[src/hdl/req_pkg.sv]
package req_pkg;
  // Beat geometry
  localparam int BEAT_DWORDS = 16;
  localparam int HALF_DWORDS = 8;
  localparam logic [8:0] DESC_DWORDS = 9'h004;
  localparam logic [8:0] BEAT_SPAN = 9'h010;
  localparam logic [8:0] PAIR_MAX_LEN = 9'h004;
  localparam logic [3:0] FULL_END_PTR = 4'hF;
  localparam logic [1:0] PTR_DWORD0 = 2'h0;
  localparam logic [1:0] PTR_DWORD8 = 2'h2;
  localparam logic [3:0] SECOND_BASE = 4'h8;
  // Tag placement in descriptor
  localparam int DESC_TAG_WORD = 3;
  localparam int DESC_TAG_BIT = 0;
  localparam int TAG_W = 8;
  localparam int TAG_COUNT = 256;
  // Register word offsets
  localparam logic [3:0] REG_CTRL = 4'h0;
  localparam logic [3:0] REG_CMD = 4'h1;
  localparam logic [3:0] REG_DESC0 = 4'h2;
  localparam logic [3:0] REG_DESC3 = 4'h5;
  localparam logic [3:0] REG_BE = 4'h6;
  localparam logic [3:0] REG_STATUS = 4'h7;
  localparam logic [3:0] REG_RELEASE = 4'h8;
  localparam logic [3:0] REG_TAGLOG = 4'h9;
  // Control bits
  localparam int CTRL_STRADDLE = 0;
  localparam int CTRL_EXT_TAG = 1;
  // Command fields
  localparam int CMD_LEN_A_LSB = 0;
  localparam int CMD_NP_A = 8;
  localparam int CMD_ABORT = 9;
  localparam int CMD_LEN_B_LSB = 10;
  localparam int CMD_NP_B = 14;
  localparam int CMD_PAIR = 15;
  localparam int CMD_ABORT_BEAT_LSB = 16;
  // Status bits
  localparam int ST_BUSY = 0;
  localparam int ST_REFUSED = 1;
  localparam int ST_FULL = 2;
  localparam int ST_TAG_A_LSB = 8;
  localparam int ST_TAG_B_LSB = 16;
  localparam int ST_LOG_CNT_LSB = 24;
  typedef enum logic [1:0] {
    ST_IDLE = 2'b00,
    ST_TAG_A = 2'b01,
    ST_TAG_B = 2'b10,
    ST_SEND = 2'b11
  } issue_state_e;
endpackage

[src/hdl/ext_tag_pool.sv]
`timescale 1ns/1ps
module ext_tag_pool #(
  parameter int TAGS = req_pkg::TAG_COUNT
) (
  // Clock and reset
  input wire logic clk,
  input wire logic rstn,
  // Allocation
  input wire logic alloc,
  output logic [req_pkg::TAG_W-1:0] free_tag,
  output logic full,
  // Release after completion
  input wire logic release_en,
  input wire logic [req_pkg::TAG_W-1:0] release_tag
);
  logic [TAGS-1:0] busy_r;
  logic [TAGS-1:0] busy_nxt;
  logic found;

  always_comb begin
    free_tag = '0;
    found = 1'b0;
    for (int i = TAGS - 1; i >= 0; i--) begin
      if (!busy_r[i]) begin
        free_tag = req_pkg::TAG_W'(i);
        found = 1'b1;
      end
    end
  end
  assign full = !found;

  always_comb begin
    busy_nxt = busy_r;
    if (release_en) begin
      busy_nxt[release_tag] = 1'b0;
    end
    // Allocation wins over release
    if (alloc && found) begin
      busy_nxt[free_tag] = 1'b1;
    end
  end

  always_ff @(posedge clk or negedge rstn) begin
    if (!rstn) begin
      busy_r <= '0;
    end else begin
      busy_r <= busy_nxt;
    end
  end
endmodule // ext_tag_pool

[src/hdl/tag_log.sv]
`timescale 1ns/1ps
module tag_log #(
  parameter int DEPTH = 16,
  parameter int AW = 4
) (
  // Clock and reset
  input wire logic clk,
  input wire logic rstn,
  // Tags from the core
  input wire logic [2*req_pkg::TAG_W-1:0] tag_in,
  input wire logic [1:0] tag_vld,
  // Software pop
  input wire logic pop,
  output logic [req_pkg::TAG_W-1:0] head,
  output logic not_empty,
  output logic [AW:0] count
);
  logic [req_pkg::TAG_W-1:0] mem [DEPTH];
  logic [AW-1:0] wp_r;
  logic [AW-1:0] rp_r;
  logic [AW:0] cnt_r;
  logic do_pop;
  logic wr0;
  logic wr1;
  logic [AW-1:0] wp1;
  logic [AW:0] room;

  assign room = (AW + 1)'(DEPTH) - cnt_r;
  assign do_pop = pop && cnt_r != '0;
  // low byte is the earlier tag
  assign wr0 = tag_vld[0] && room != '0;
  assign wr1 = tag_vld[0] && tag_vld[1] && room > (AW + 1)'(1);
  assign wp1 = wp_r + AW'(1);
  assign head = mem[rp_r];
  assign not_empty = cnt_r != '0;
  assign count = cnt_r;

  always_ff @(posedge clk) begin
    if (wr0) begin
      mem[wp_r] <= tag_in[req_pkg::TAG_W-1:0];
    end
    if (wr1) begin
      mem[wp1] <= tag_in[2*req_pkg::TAG_W-1:req_pkg::TAG_W];
    end
  end

  always_ff @(posedge clk or negedge rstn) begin
    if (!rstn) begin
      wp_r <= '0;
      rp_r <= '0;
      cnt_r <= '0;
    end else begin
      wp_r <= wp_r + AW'(wr0) + AW'(wr1);
      rp_r <= rp_r + AW'(do_pop);
      cnt_r <= cnt_r + (AW + 1)'(wr0) + (AW + 1)'(wr1) - (AW + 1)'(do_pop);
    end
  end
endmodule // tag_log

[src/hdl/request_issuer.sv]
// Behaviour
// - Abort may come in any payload beat; we end the packet there, except in pair mode, where abort is ignored.
// - Abort only with valid high, held until ready; sampled on handshake.
// - No new packet starts in the beat carrying an abort.
// - First start flag set when a request starts; lane 0 or 32 (this design starts at lane 0 only).
// - First start pointer is 00 for dword 0, 10 for dword 8; this design always drives 00.
// - Second start flag only for two starts, with first end set.
// - Second start pointer is always 10; this design drives 00 when the second start flag is clear.
// - First end flag and pointer give first ending request's last dword.
// - Second end needs first end and start; pointer within 10 to 15.
// - Payload follows descriptor with no gap dwords.
// - External mode: we pick unique tags for non-posted requests and put them in the descriptor.
// - Valid stays high for the whole packet.
// - Each packet begins with a sixteen-byte descriptor.
`timescale 1ns/1ps
module request_issuer #(
  parameter int LOG_DEPTH = 16,
  parameter int LOG_AW = 4
) (
  // Clock and reset
  input wire logic clk,
  input wire logic rstn,
  // Software register port
  input wire logic [3:0] sw_addr,
  input wire logic [31:0] sw_wdata,
  input wire logic sw_wr,
  input wire logic sw_rd,
  output logic [31:0] sw_rdata,
  // Request stream
  output logic [511:0] request_stream_data,
  output logic [15:0] request_stream_keep,
  output logic request_stream_last,
  output logic request_stream_valid,
  input wire logic request_stream_ready,
  // Request sideband
  output logic [1:0] start_flags,
  output logic [1:0] first_start_pointer,
  output logic [1:0] second_start_pointer,
  output logic [1:0] end_flags,
  output logic [3:0] first_end_pointer,
  output logic [3:0] second_end_pointer,
  output logic [7:0] leading_byte_enables,
  output logic [7:0] trailing_byte_enables,
  output logic request_abort,
  // Allocated tags from the core
  input wire logic [15:0] allocated_tag_out,
  input wire logic [1:0] allocated_tag_valid
);
  localparam int TW = req_pkg::TAG_W;

  req_pkg::issue_state_e state_r;
  req_pkg::issue_state_e state_nxt;
  logic [1:0] ctrl_r;
  logic [31:0] cmd_r;
  logic [31:0] desc_r [4];
  logic [15:0] be_r;
  logic [TW-1:0] tag_a_r;
  logic [TW-1:0] tag_b_r;
  logic refused_r;
  logic [4:0] beat_r;
  logic [31:0] rdata_r;
  logic valid_r;
  logic [511:0] data_r;
  logic [15:0] keep_r;
  logic last_r;
  logic [1:0] sflag_r;
  logic [1:0] eflag_r;
  logic [3:0] eptr0_r;
  logic [3:0] eptr1_r;
  logic abort_r;
  logic [7:0] lbe_r;
  logic [7:0] tbe_r;

  // Command decode
  wire [8:0] len_a = 9'(cmd_r[req_pkg::CMD_LEN_A_LSB +: 8]);
  wire [8:0] len_b = 9'(cmd_r[req_pkg::CMD_LEN_B_LSB +: 4]);
  wire np_a = cmd_r[req_pkg::CMD_NP_A];
  wire np_b = cmd_r[req_pkg::CMD_NP_B];
  wire [4:0] abort_beat = cmd_r[req_pkg::CMD_ABORT_BEAT_LSB +: 5];
  wire straddle_en = ctrl_r[req_pkg::CTRL_STRADDLE];
  wire ext_mode = ctrl_r[req_pkg::CTRL_EXT_TAG];
  // pair only when both fit one half
  wire pair_mode = cmd_r[req_pkg::CMD_PAIR] && straddle_en && len_a <= req_pkg::PAIR_MAX_LEN &&
    len_b <= req_pkg::PAIR_MAX_LEN;
  wire [8:0] tot_a = len_a + req_pkg::DESC_DWORDS;
  wire [8:0] tot_b = len_b + req_pkg::DESC_DWORDS;
  wire [8:0] sent = {beat_r, 4'h0};
  wire [8:0] remain = tot_a - sent;
  wire is_final = remain <= req_pkg::BEAT_SPAN;
  // abort ends the packet in that beat
  wire abort_hit = cmd_r[req_pkg::CMD_ABORT] && !pair_mode && len_a != '0 &&
    (beat_r == abort_beat || is_final);
  wire end_beat = pair_mode || is_final || abort_hit;

  wire [31:0] desc3_a = (ext_mode && np_a) ?
    {desc_r[3][31:TW], tag_a_r} : desc_r[req_pkg::DESC_TAG_WORD];
  wire [31:0] desc3_b = (ext_mode && np_b) ?
    {desc_r[3][31:TW], tag_b_r} : desc_r[req_pkg::DESC_TAG_WORD];

  // Beat assembly
  logic [511:0] beat_data;
  logic [15:0] beat_keep;
  for (genvar g = 0; g < req_pkg::BEAT_DWORDS; g++) begin : g_dw
    wire sel_b = pair_mode && g >= req_pkg::HALF_DWORDS;
    wire [8:0] lin = pair_mode ? 9'(g % req_pkg::HALF_DWORDS) : sent + 9'(g);
    wire used = lin < (sel_b ? tot_b : tot_a);
    wire [31:0] dsc = (lin == 9'(req_pkg::DESC_TAG_WORD)) ? (sel_b ? desc3_b : desc3_a) : desc_r[lin[1:0]];
    wire [31:0] pay = 32'(lin - req_pkg::DESC_DWORDS);
    assign beat_data[g*32 +: 32] = !used ? 32'h0000_0000 : (lin < req_pkg::DESC_DWORDS ? dsc : pay);
    assign beat_keep[g] = used;
  end

  // last dword offset of first ending request
  wire [3:0] eptr0 = (is_final || pair_mode) ? 4'(tot_a - 9'h001) : req_pkg::FULL_END_PTR;
  // second end lands in dwords 11 to 15
  wire [3:0] eptr1 = req_pkg::SECOND_BASE + 4'(tot_b - 9'h001);
  // start flag in the first beat of a packet
  wire [1:0] sflag = {pair_mode, pair_mode || beat_r == '0};
  // second start only with first end
  wire [1:0] eflag = {pair_mode, end_beat};

  // External tag pool
  logic pool_alloc;
  logic [TW-1:0] pool_tag;
  logic pool_full;
  wire wr_release = sw_wr && sw_addr == req_pkg::REG_RELEASE;
  ext_tag_pool #(.TAGS(req_pkg::TAG_COUNT)) u_pool (
    .clk(clk),
    .rstn(rstn),
    .alloc(pool_alloc),
    .free_tag(pool_tag),
    .full(pool_full),
    .release_en(wr_release),
    .release_tag(sw_wdata[TW-1:0])
  );

  // Log of tags the core hands back
  logic [TW-1:0] log_head;
  logic log_ne;
  logic [LOG_AW:0] log_cnt;
  wire rd_log = sw_rd && sw_addr == req_pkg::REG_TAGLOG;
  tag_log #(.DEPTH(LOG_DEPTH), .AW(LOG_AW)) u_log (
    .clk(clk),
    .rstn(rstn),
    .tag_in(allocated_tag_out),
    .tag_vld(allocated_tag_valid),
    .pop(rd_log),
    .head(log_head),
    .not_empty(log_ne),
    .count(log_cnt)
  );

  // Handshake and sequencing
  wire load = !valid_r || request_stream_ready;
  wire idle = state_r == req_pkg::ST_IDLE;
  wire wr_cmd = sw_wr && sw_addr == req_pkg::REG_CMD && idle;
  wire need_a = ext_mode && np_a;
  wire need_b = ext_mode && np_b && pair_mode;
  wire refuse = (state_r == req_pkg::ST_TAG_A && need_a && pool_full) ||
    (state_r == req_pkg::ST_TAG_B && need_b && pool_full);
  assign pool_alloc = !pool_full && ((state_r == req_pkg::ST_TAG_A && need_a) ||
    (state_r == req_pkg::ST_TAG_B && need_b));

  always_comb begin
    state_nxt = state_r;
    unique case (state_r)
      req_pkg::ST_IDLE: begin
        if (wr_cmd) begin
          state_nxt = req_pkg::ST_TAG_A;
        end
      end
      req_pkg::ST_TAG_A: begin
        state_nxt = refuse ? req_pkg::ST_IDLE : req_pkg::ST_TAG_B;
      end
      req_pkg::ST_TAG_B: begin
        state_nxt = refuse ? req_pkg::ST_IDLE : req_pkg::ST_SEND;
      end
      req_pkg::ST_SEND: begin
        // next packet waits for a fresh beat
        if (load && end_beat) begin
          state_nxt = req_pkg::ST_IDLE;
        end
      end
    endcase
  end

  // Software registers
  wire [31:0] status = {3'h0, log_cnt[LOG_AW:0] == '0 ? 5'h00 : 5'(log_cnt), tag_b_r, tag_a_r,
    5'h00, pool_full, refused_r, !idle || valid_r};
  wire [31:0] rd_mux =
    (sw_addr == req_pkg::REG_CTRL) ? 32'(ctrl_r) :
    (sw_addr == req_pkg::REG_CMD) ? cmd_r :
    (sw_addr >= req_pkg::REG_DESC0 && sw_addr <= req_pkg::REG_DESC3) ? desc_r[2'(sw_addr - req_pkg::REG_DESC0)] :
    (sw_addr == req_pkg::REG_BE) ? 32'(be_r) :
    (sw_addr == req_pkg::REG_STATUS) ? status :
    (sw_addr == req_pkg::REG_TAGLOG) ? {23'h000000, log_ne, log_head} : 32'h0000_0000;

  always_ff @(posedge clk or negedge rstn) begin
    if (!rstn) begin
      ctrl_r <= '0;
      cmd_r <= '0;
      be_r <= '0;
      desc_r <= '{default: 32'h0000_0000};
      rdata_r <= '0;
    end else begin
      rdata_r <= sw_rd ? rd_mux : 32'h0000_0000;
      if (sw_wr && sw_addr == req_pkg::REG_CTRL && idle) begin
        ctrl_r <= sw_wdata[1:0];
      end
      if (wr_cmd) begin
        cmd_r <= sw_wdata;
      end
      if (sw_wr && sw_addr == req_pkg::REG_BE && idle) begin
        be_r <= sw_wdata[15:0];
      end
      if (sw_wr && idle && sw_addr >= req_pkg::REG_DESC0 && sw_addr <= req_pkg::REG_DESC3) begin
        desc_r[2'(sw_addr - req_pkg::REG_DESC0)] <= sw_wdata;
      end
    end
  end

  always_ff @(posedge clk or negedge rstn) begin
    if (!rstn) begin
      state_r <= req_pkg::ST_IDLE;
      tag_a_r <= '0;
      tag_b_r <= '0;
      refused_r <= 1'b0;
      beat_r <= '0;
    end else begin
      state_r <= state_nxt;
      if (state_r == req_pkg::ST_TAG_A && pool_alloc) begin
        tag_a_r <= pool_tag;
      end
      if (state_r == req_pkg::ST_TAG_B && pool_alloc) begin
        tag_b_r <= pool_tag;
      end
      // Refusal set wins over clear
      refused_r <= refuse || (refused_r && !(sw_wr && sw_addr == req_pkg::REG_STATUS &&
        sw_wdata[req_pkg::ST_REFUSED]));
      if (wr_cmd) begin
        beat_r <= '0;
      end else if (state_r == req_pkg::ST_SEND && load) begin
        beat_r <= beat_r + 5'h01;
      end
    end
  end

  // beat and abort held until ready
  always_ff @(posedge clk or negedge rstn) begin
    if (!rstn) begin
      valid_r <= 1'b0;
      data_r <= '0;
      keep_r <= '0;
      last_r <= 1'b0;
      sflag_r <= '0;
      eflag_r <= '0;
      eptr0_r <= '0;
      eptr1_r <= '0;
      abort_r <= 1'b0;
      lbe_r <= '0;
      tbe_r <= '0;
    end else if (load) begin
      valid_r <= state_r == req_pkg::ST_SEND;
      data_r <= beat_data;
      keep_r <= beat_keep;
      last_r <= end_beat;
      sflag_r <= sflag;
      eflag_r <= eflag;
      eptr0_r <= eptr0;
      eptr1_r <= eptr1;
      abort_r <= state_r == req_pkg::ST_SEND && abort_hit;
      // second enables in the upper half
      lbe_r <= {pair_mode ? be_r[11:8] : 4'h0, be_r[3:0]};
      tbe_r <= {pair_mode ? be_r[15:12] : 4'h0, be_r[7:4]};
    end
  end

  assign sw_rdata = rdata_r;
  assign request_stream_valid = valid_r;
  assign request_stream_data = data_r;
  assign request_stream_keep = keep_r;
  assign request_stream_last = last_r;
  assign start_flags = sflag_r;
  // first start always at dword 0
  assign first_start_pointer = req_pkg::PTR_DWORD0;
  assign second_start_pointer = sflag_r[1] ? req_pkg::PTR_DWORD8 : req_pkg::PTR_DWORD0;
  assign end_flags = eflag_r;
  assign first_end_pointer = eptr0_r;
  assign second_end_pointer = eflag_r[1] ? eptr1_r : 4'h0;
  assign leading_byte_enables = lbe_r;
  assign trailing_byte_enables = tbe_r;
  assign request_abort = abort_r;
endmodule // request_issuer

[config.mk]
export PLATFORM = sky130hd
export DESIGN_NAME = request_issuer
export DESIGN_NICKNAME = d
export VERILOG_FILES = /design/src/hdl/req_pkg.sv /design/src/hdl/ext_tag_pool.sv /design/src/hdl/tag_log.sv /design/src/hdl/request_issuer.sv
export SDC_FILE = /design/constraint.sdc
export NUM_CORES = 2
export LEC_CHECK = 0
export ABC_CLOCK_PERIOD_IN_PS = 4000
export BUFFER_PORTS_ARGS = -buffer_cell sky130_fd_sc_hd__clkbuf_2
export CORE_AREA = 2 2 349 247
export DETAILED_ROUTE_END_ITERATION = 7
export DIE_AREA = 0 0 351 249
export GPL_TIMING_DRIVEN = 0
export PLACE_DENSITY = 0.86
export SKIP_LAST_GASP = 1
export SLEW_MARGIN = 20
export SYNTH_ARGS = -nofsm -noshare
export SYNTH_HDL_FRONTEND = slang
export SYNTH_HIERARCHICAL = 1
export SYNTH_SLANG_ARGS = --single-unit
[constraint.sdc]
create_clock -name clk -period 4 [get_ports clk]
set_input_delay 0.6 -clock clk [delete_from_list [all_inputs] [get_ports clk]]
set_output_delay 0.6 -clock clk [all_outputs]
set_load 0.05 [all_outputs]
==> impl_results.md <==
* Status: finished with violations
* Failing checks: design-rule violations, negative setup slack
* Remaining antenna violation count at 0
* Peak Freq at 240 MHz
* Critical Path Sink Type: flop
* Sw Ratio at 42.8%
* Clk Latency, worst-skew pair at 0.72 ns
* Min-delay src: sw_wdata[24]
* Synth async-reset ratio at 86.9%
* Core footprint at 83900 um2
* Num CTS Buffers at 93
* Fin Clk Skew at 0.0564 ns
* Die area at 87400 um2
* Chip width at 351 um
* Average size of a mapped cell at 10.5 um2
* Max-cap viol count at 0
* Drt pass-1 iters at 8
* Synth top area cells: dfrtp_1 44%, edfxtp_1 7.9%, mux2_2 7.5%
* Post-layout min period at 4.17 ns
* Wire length per cell at 30.1 um
* Worst hold path stage count at 2
* Power per cell area at 584 nW/um2
* Port Buffer Count at 443
* Reg-to-Reg Start: u_pool/busy_r[95]$_DFF_PN0_
* Hold crit path type: primary input to flop
* Largest net degree at the start of global routing at 96
* Final HPWL DP at 145 mm
* Total power at 33.5 mW
* EDFF count, synth at 128
* Worst slew pin tran at 1.15 ns
* Placer congestion estimate at 1.09
* Top Usage Layer GRT: met1
* Row count at 89
* Overflow after GRT at 0
* Worst reg-to-reg path cell count at 9
* I/O pin count at 654
* Final Hold Vio Count at 0
* Comb pwr share at 36.9%
* CTS root buf: clkbuf_16
* Initial Util at 57.8%
* Die height at 249 um
* R2r setup slk at -0.17 ns
* Clock tree buffer depth at 3
* Vias post-DR at 45000
* Initial antenna violation count at 19
* Slew headroom at 23.1%
* NetSw at 14.4 mW
* Synth Register Bits at 976
* Sequential share of the synthesized area at 51.7%
* Static Leakage at 27.1 nW
* Final WL at 199 mm
* Layout Utilization at 68.5%
* Cells after Synth at 4597
* Min-Delay Endpoint: desc_r[24]$_DFFE_PN0P_
* Synth cell types at 112
* Final TNS setup at -4.48 ns
* Met3 usage at 22.8%
* Area Growth Syn to Fin at 18.5%
* Main synth FF type: dfrtp_1
* Vias/cell at 6.79
* Internal power at 19.2 mW
* Warnings, synthesis at 6
* Yosys top cell area share at 43.8%
* Fin nets at 5499
* Critical path data required time at 4.58 ns
* Total Routing Usage GR at 44.5%
* Reg clk slew, reported paths at 0.07 ns
* Final setup violation count at 97
* DRC at 19
* Crit Path Category: flop to flop
* H-tree Lvls at 3
* CTS Sinks at 976
* Peak VDD IR at 0.000672 V
* Vias in the first global route at 41600
* Min setup slack post-route at -0.168 ns
* Cell taking the most area after synthesis: dfrtp_1
* Final Max Tran Viols at 0
* Clock Power Share at 27.7%
* Most common cell in the netlist: dfrtp_1
* Synthesized cell area at 48500 um2
* Crit Path Max Fanout at 10
* Period utilization at 104%
* Worst reg2reg path endpoint: u_pool/busy_r[70]$_DFF_PN0_
* Met1 usage at 61.7%
* Synth cell count leaders: 848 x dfrtp_1, 643 x o21ai_0, 539 x nand2_1, 322 x mux2_2, 268 x nor2_1
* Share of cells above drive strength 1 at 28.2%
* First-pass GRT wire length at 284 mm
* Initial DRC Count at 8233
* Met2 GRT Util at 58.2%
* CP Launch Type: flop
* Part of the power in registers at 35.4%
* TritonCTS clock tree: yes
* Crit path DAT at 4.75 ns
metrics by stage:
stage | cell area [um2] | instances | hold slack, ns | worst slack, ns
2_1_floorplan | 49200 | 4803 | 0.304 | 0.319
3_3_place_gp | 52900 | 6383 | 0.457 | -17.89
3_5_place_dp | 53300 | 6401 | 0.467 | -1.52
4_1_cts | 56900 | 6587 | 0.186 | -0.00141
5_1_grt | 57400 | 6618 | 0.219 | -0.0112
6_report | 57400 | 6623 | 0.211 | -0.168
cell usage in the layout, fill, tap and decap left out, drive strengths merged, types with 31 or more instances in the layout:
| master | count |
|---|---|
| nand4 | 112 |
| clkbuf | 747 |
| o31ai | 125 |
| dfrtp | 848 |
| nor2 | 276 |
| inv | 97 |
| mux2 | 324 |
| o21ai | 742 |
| a22o | 41 |
| buf | 371 |
| nand2b | 50 |
| clkinv | 33 |
| conb | 207 |
| edfxtp | 128 |
| a31oi | 31 |
| mux4 | 64 |
| a21oi | 90 |
| nand2 | 539 |
| nand3 | 111 |
| ha | 41 |
critical path: stages (launching register included):
cell and delay, ns:
dfrtp_1 0.43, nand4_1 0.44, nor4_4 0.52, o2111ai_1 0.33, a31oi_1 0.59, o21ai_4 0.22, nor2_2 0.45, buf_2 0.46
nand3b_1 0.33, o21ai_0 0.27
layout make-up:
class,instances,area (um2)
Inverter,94,364
Buffer,487,3000
Multi-Input combinational cell,3241,21500
Clock buffer,130,2750
Tap cell,1137,1420
Timing Repair Buffer,502,2840
Fill cell,6138,26400
Antenna cell,12,30.0
Clock inverter,44,415
Sequential cell,976,25100
registers in the layout, indices dropped and copies added, names as in the netlist, 15 cells and up:
name	flops
be_r	16
cmd_r	32
desc_r	128
request_stream_data	301
request_stream_keep	15
sw_rdata	32
u_log/mem	128
u_pool/busy_r	256
power by group through the flow:
stage	registers [mW]	logic [mW]	clock network, mW
after global routing	11.9	12.6	9.66
after detailed placement	12.0	11.3	0
after CTS	11.8	11.7	9.24
final	11.9	12.4	9.30
after floorplan	14.0	5.19	0
after global placement	12.0	11.0	0
per-layer routing:
layer	wire length [um]	vias up
met5	113	-
li1	-	18000
met4	10400	18
met3	38600	717
met2	78400	4223
met1	71600	22100
cells by family (layout without fill, tap and decap cells):
family / count (synthesis) / after routing / synth area share (%)
AOI/OAI and AO/OA: 1297 / 1297 / 16.9
DFF: 976 / 976 / 51.7
adders and majority gates: 45 / 45 / 1.22
muxes: 392 / 392 / 10.6
xor gates and xnor gates: 30 / 30 / 0.542
buffers and inverters: 586 / 1257 / 6.69
other: 1 / 219 / 0.00774
and+or+nand+nor: 1270 / 1270 / 12.3
how the worst max path moves through the flow:
stage,start,endpoint,slack (ns)
floorplan,u_log/count[0]$_DFF_PN0_,u_log/count[4]$_DFF_PN0_,0.32
global placement,rstn,request_stream_data[94]$_DFFE_PN0N_,-17.89
detailed placement,cmd_r[1]$_DFFE_PN0P_,request_stream_data[62]$_DFFE_PN0N_,-1.52
CTS,cmd_r[10]$_DFFE_PN0P_,request_stream_data[12]$_DFFE_PN0N_,-0.001
global route,cmd_r[0]$_DFFE_PN0P_,request_stream_data[342]$_DFFE_PN0N_,-0.01
finish,u_pool/busy_r[95]$_DFF_PN0_,u_pool/busy_r[70]$_DFF_PN0_,-0.17
what timing repair did:
action | CTS | global route
hold buffers | 1 | 0
pin swaps | 7 | 13
gates resized for setup | 89 | 116
buffers inserted | 15 | 25
endpoints found under the hold margin | 63 | 0
endpoints found under the setup margin | 576 | 506
No activity file was read; power rests on OpenSTA's default activity.
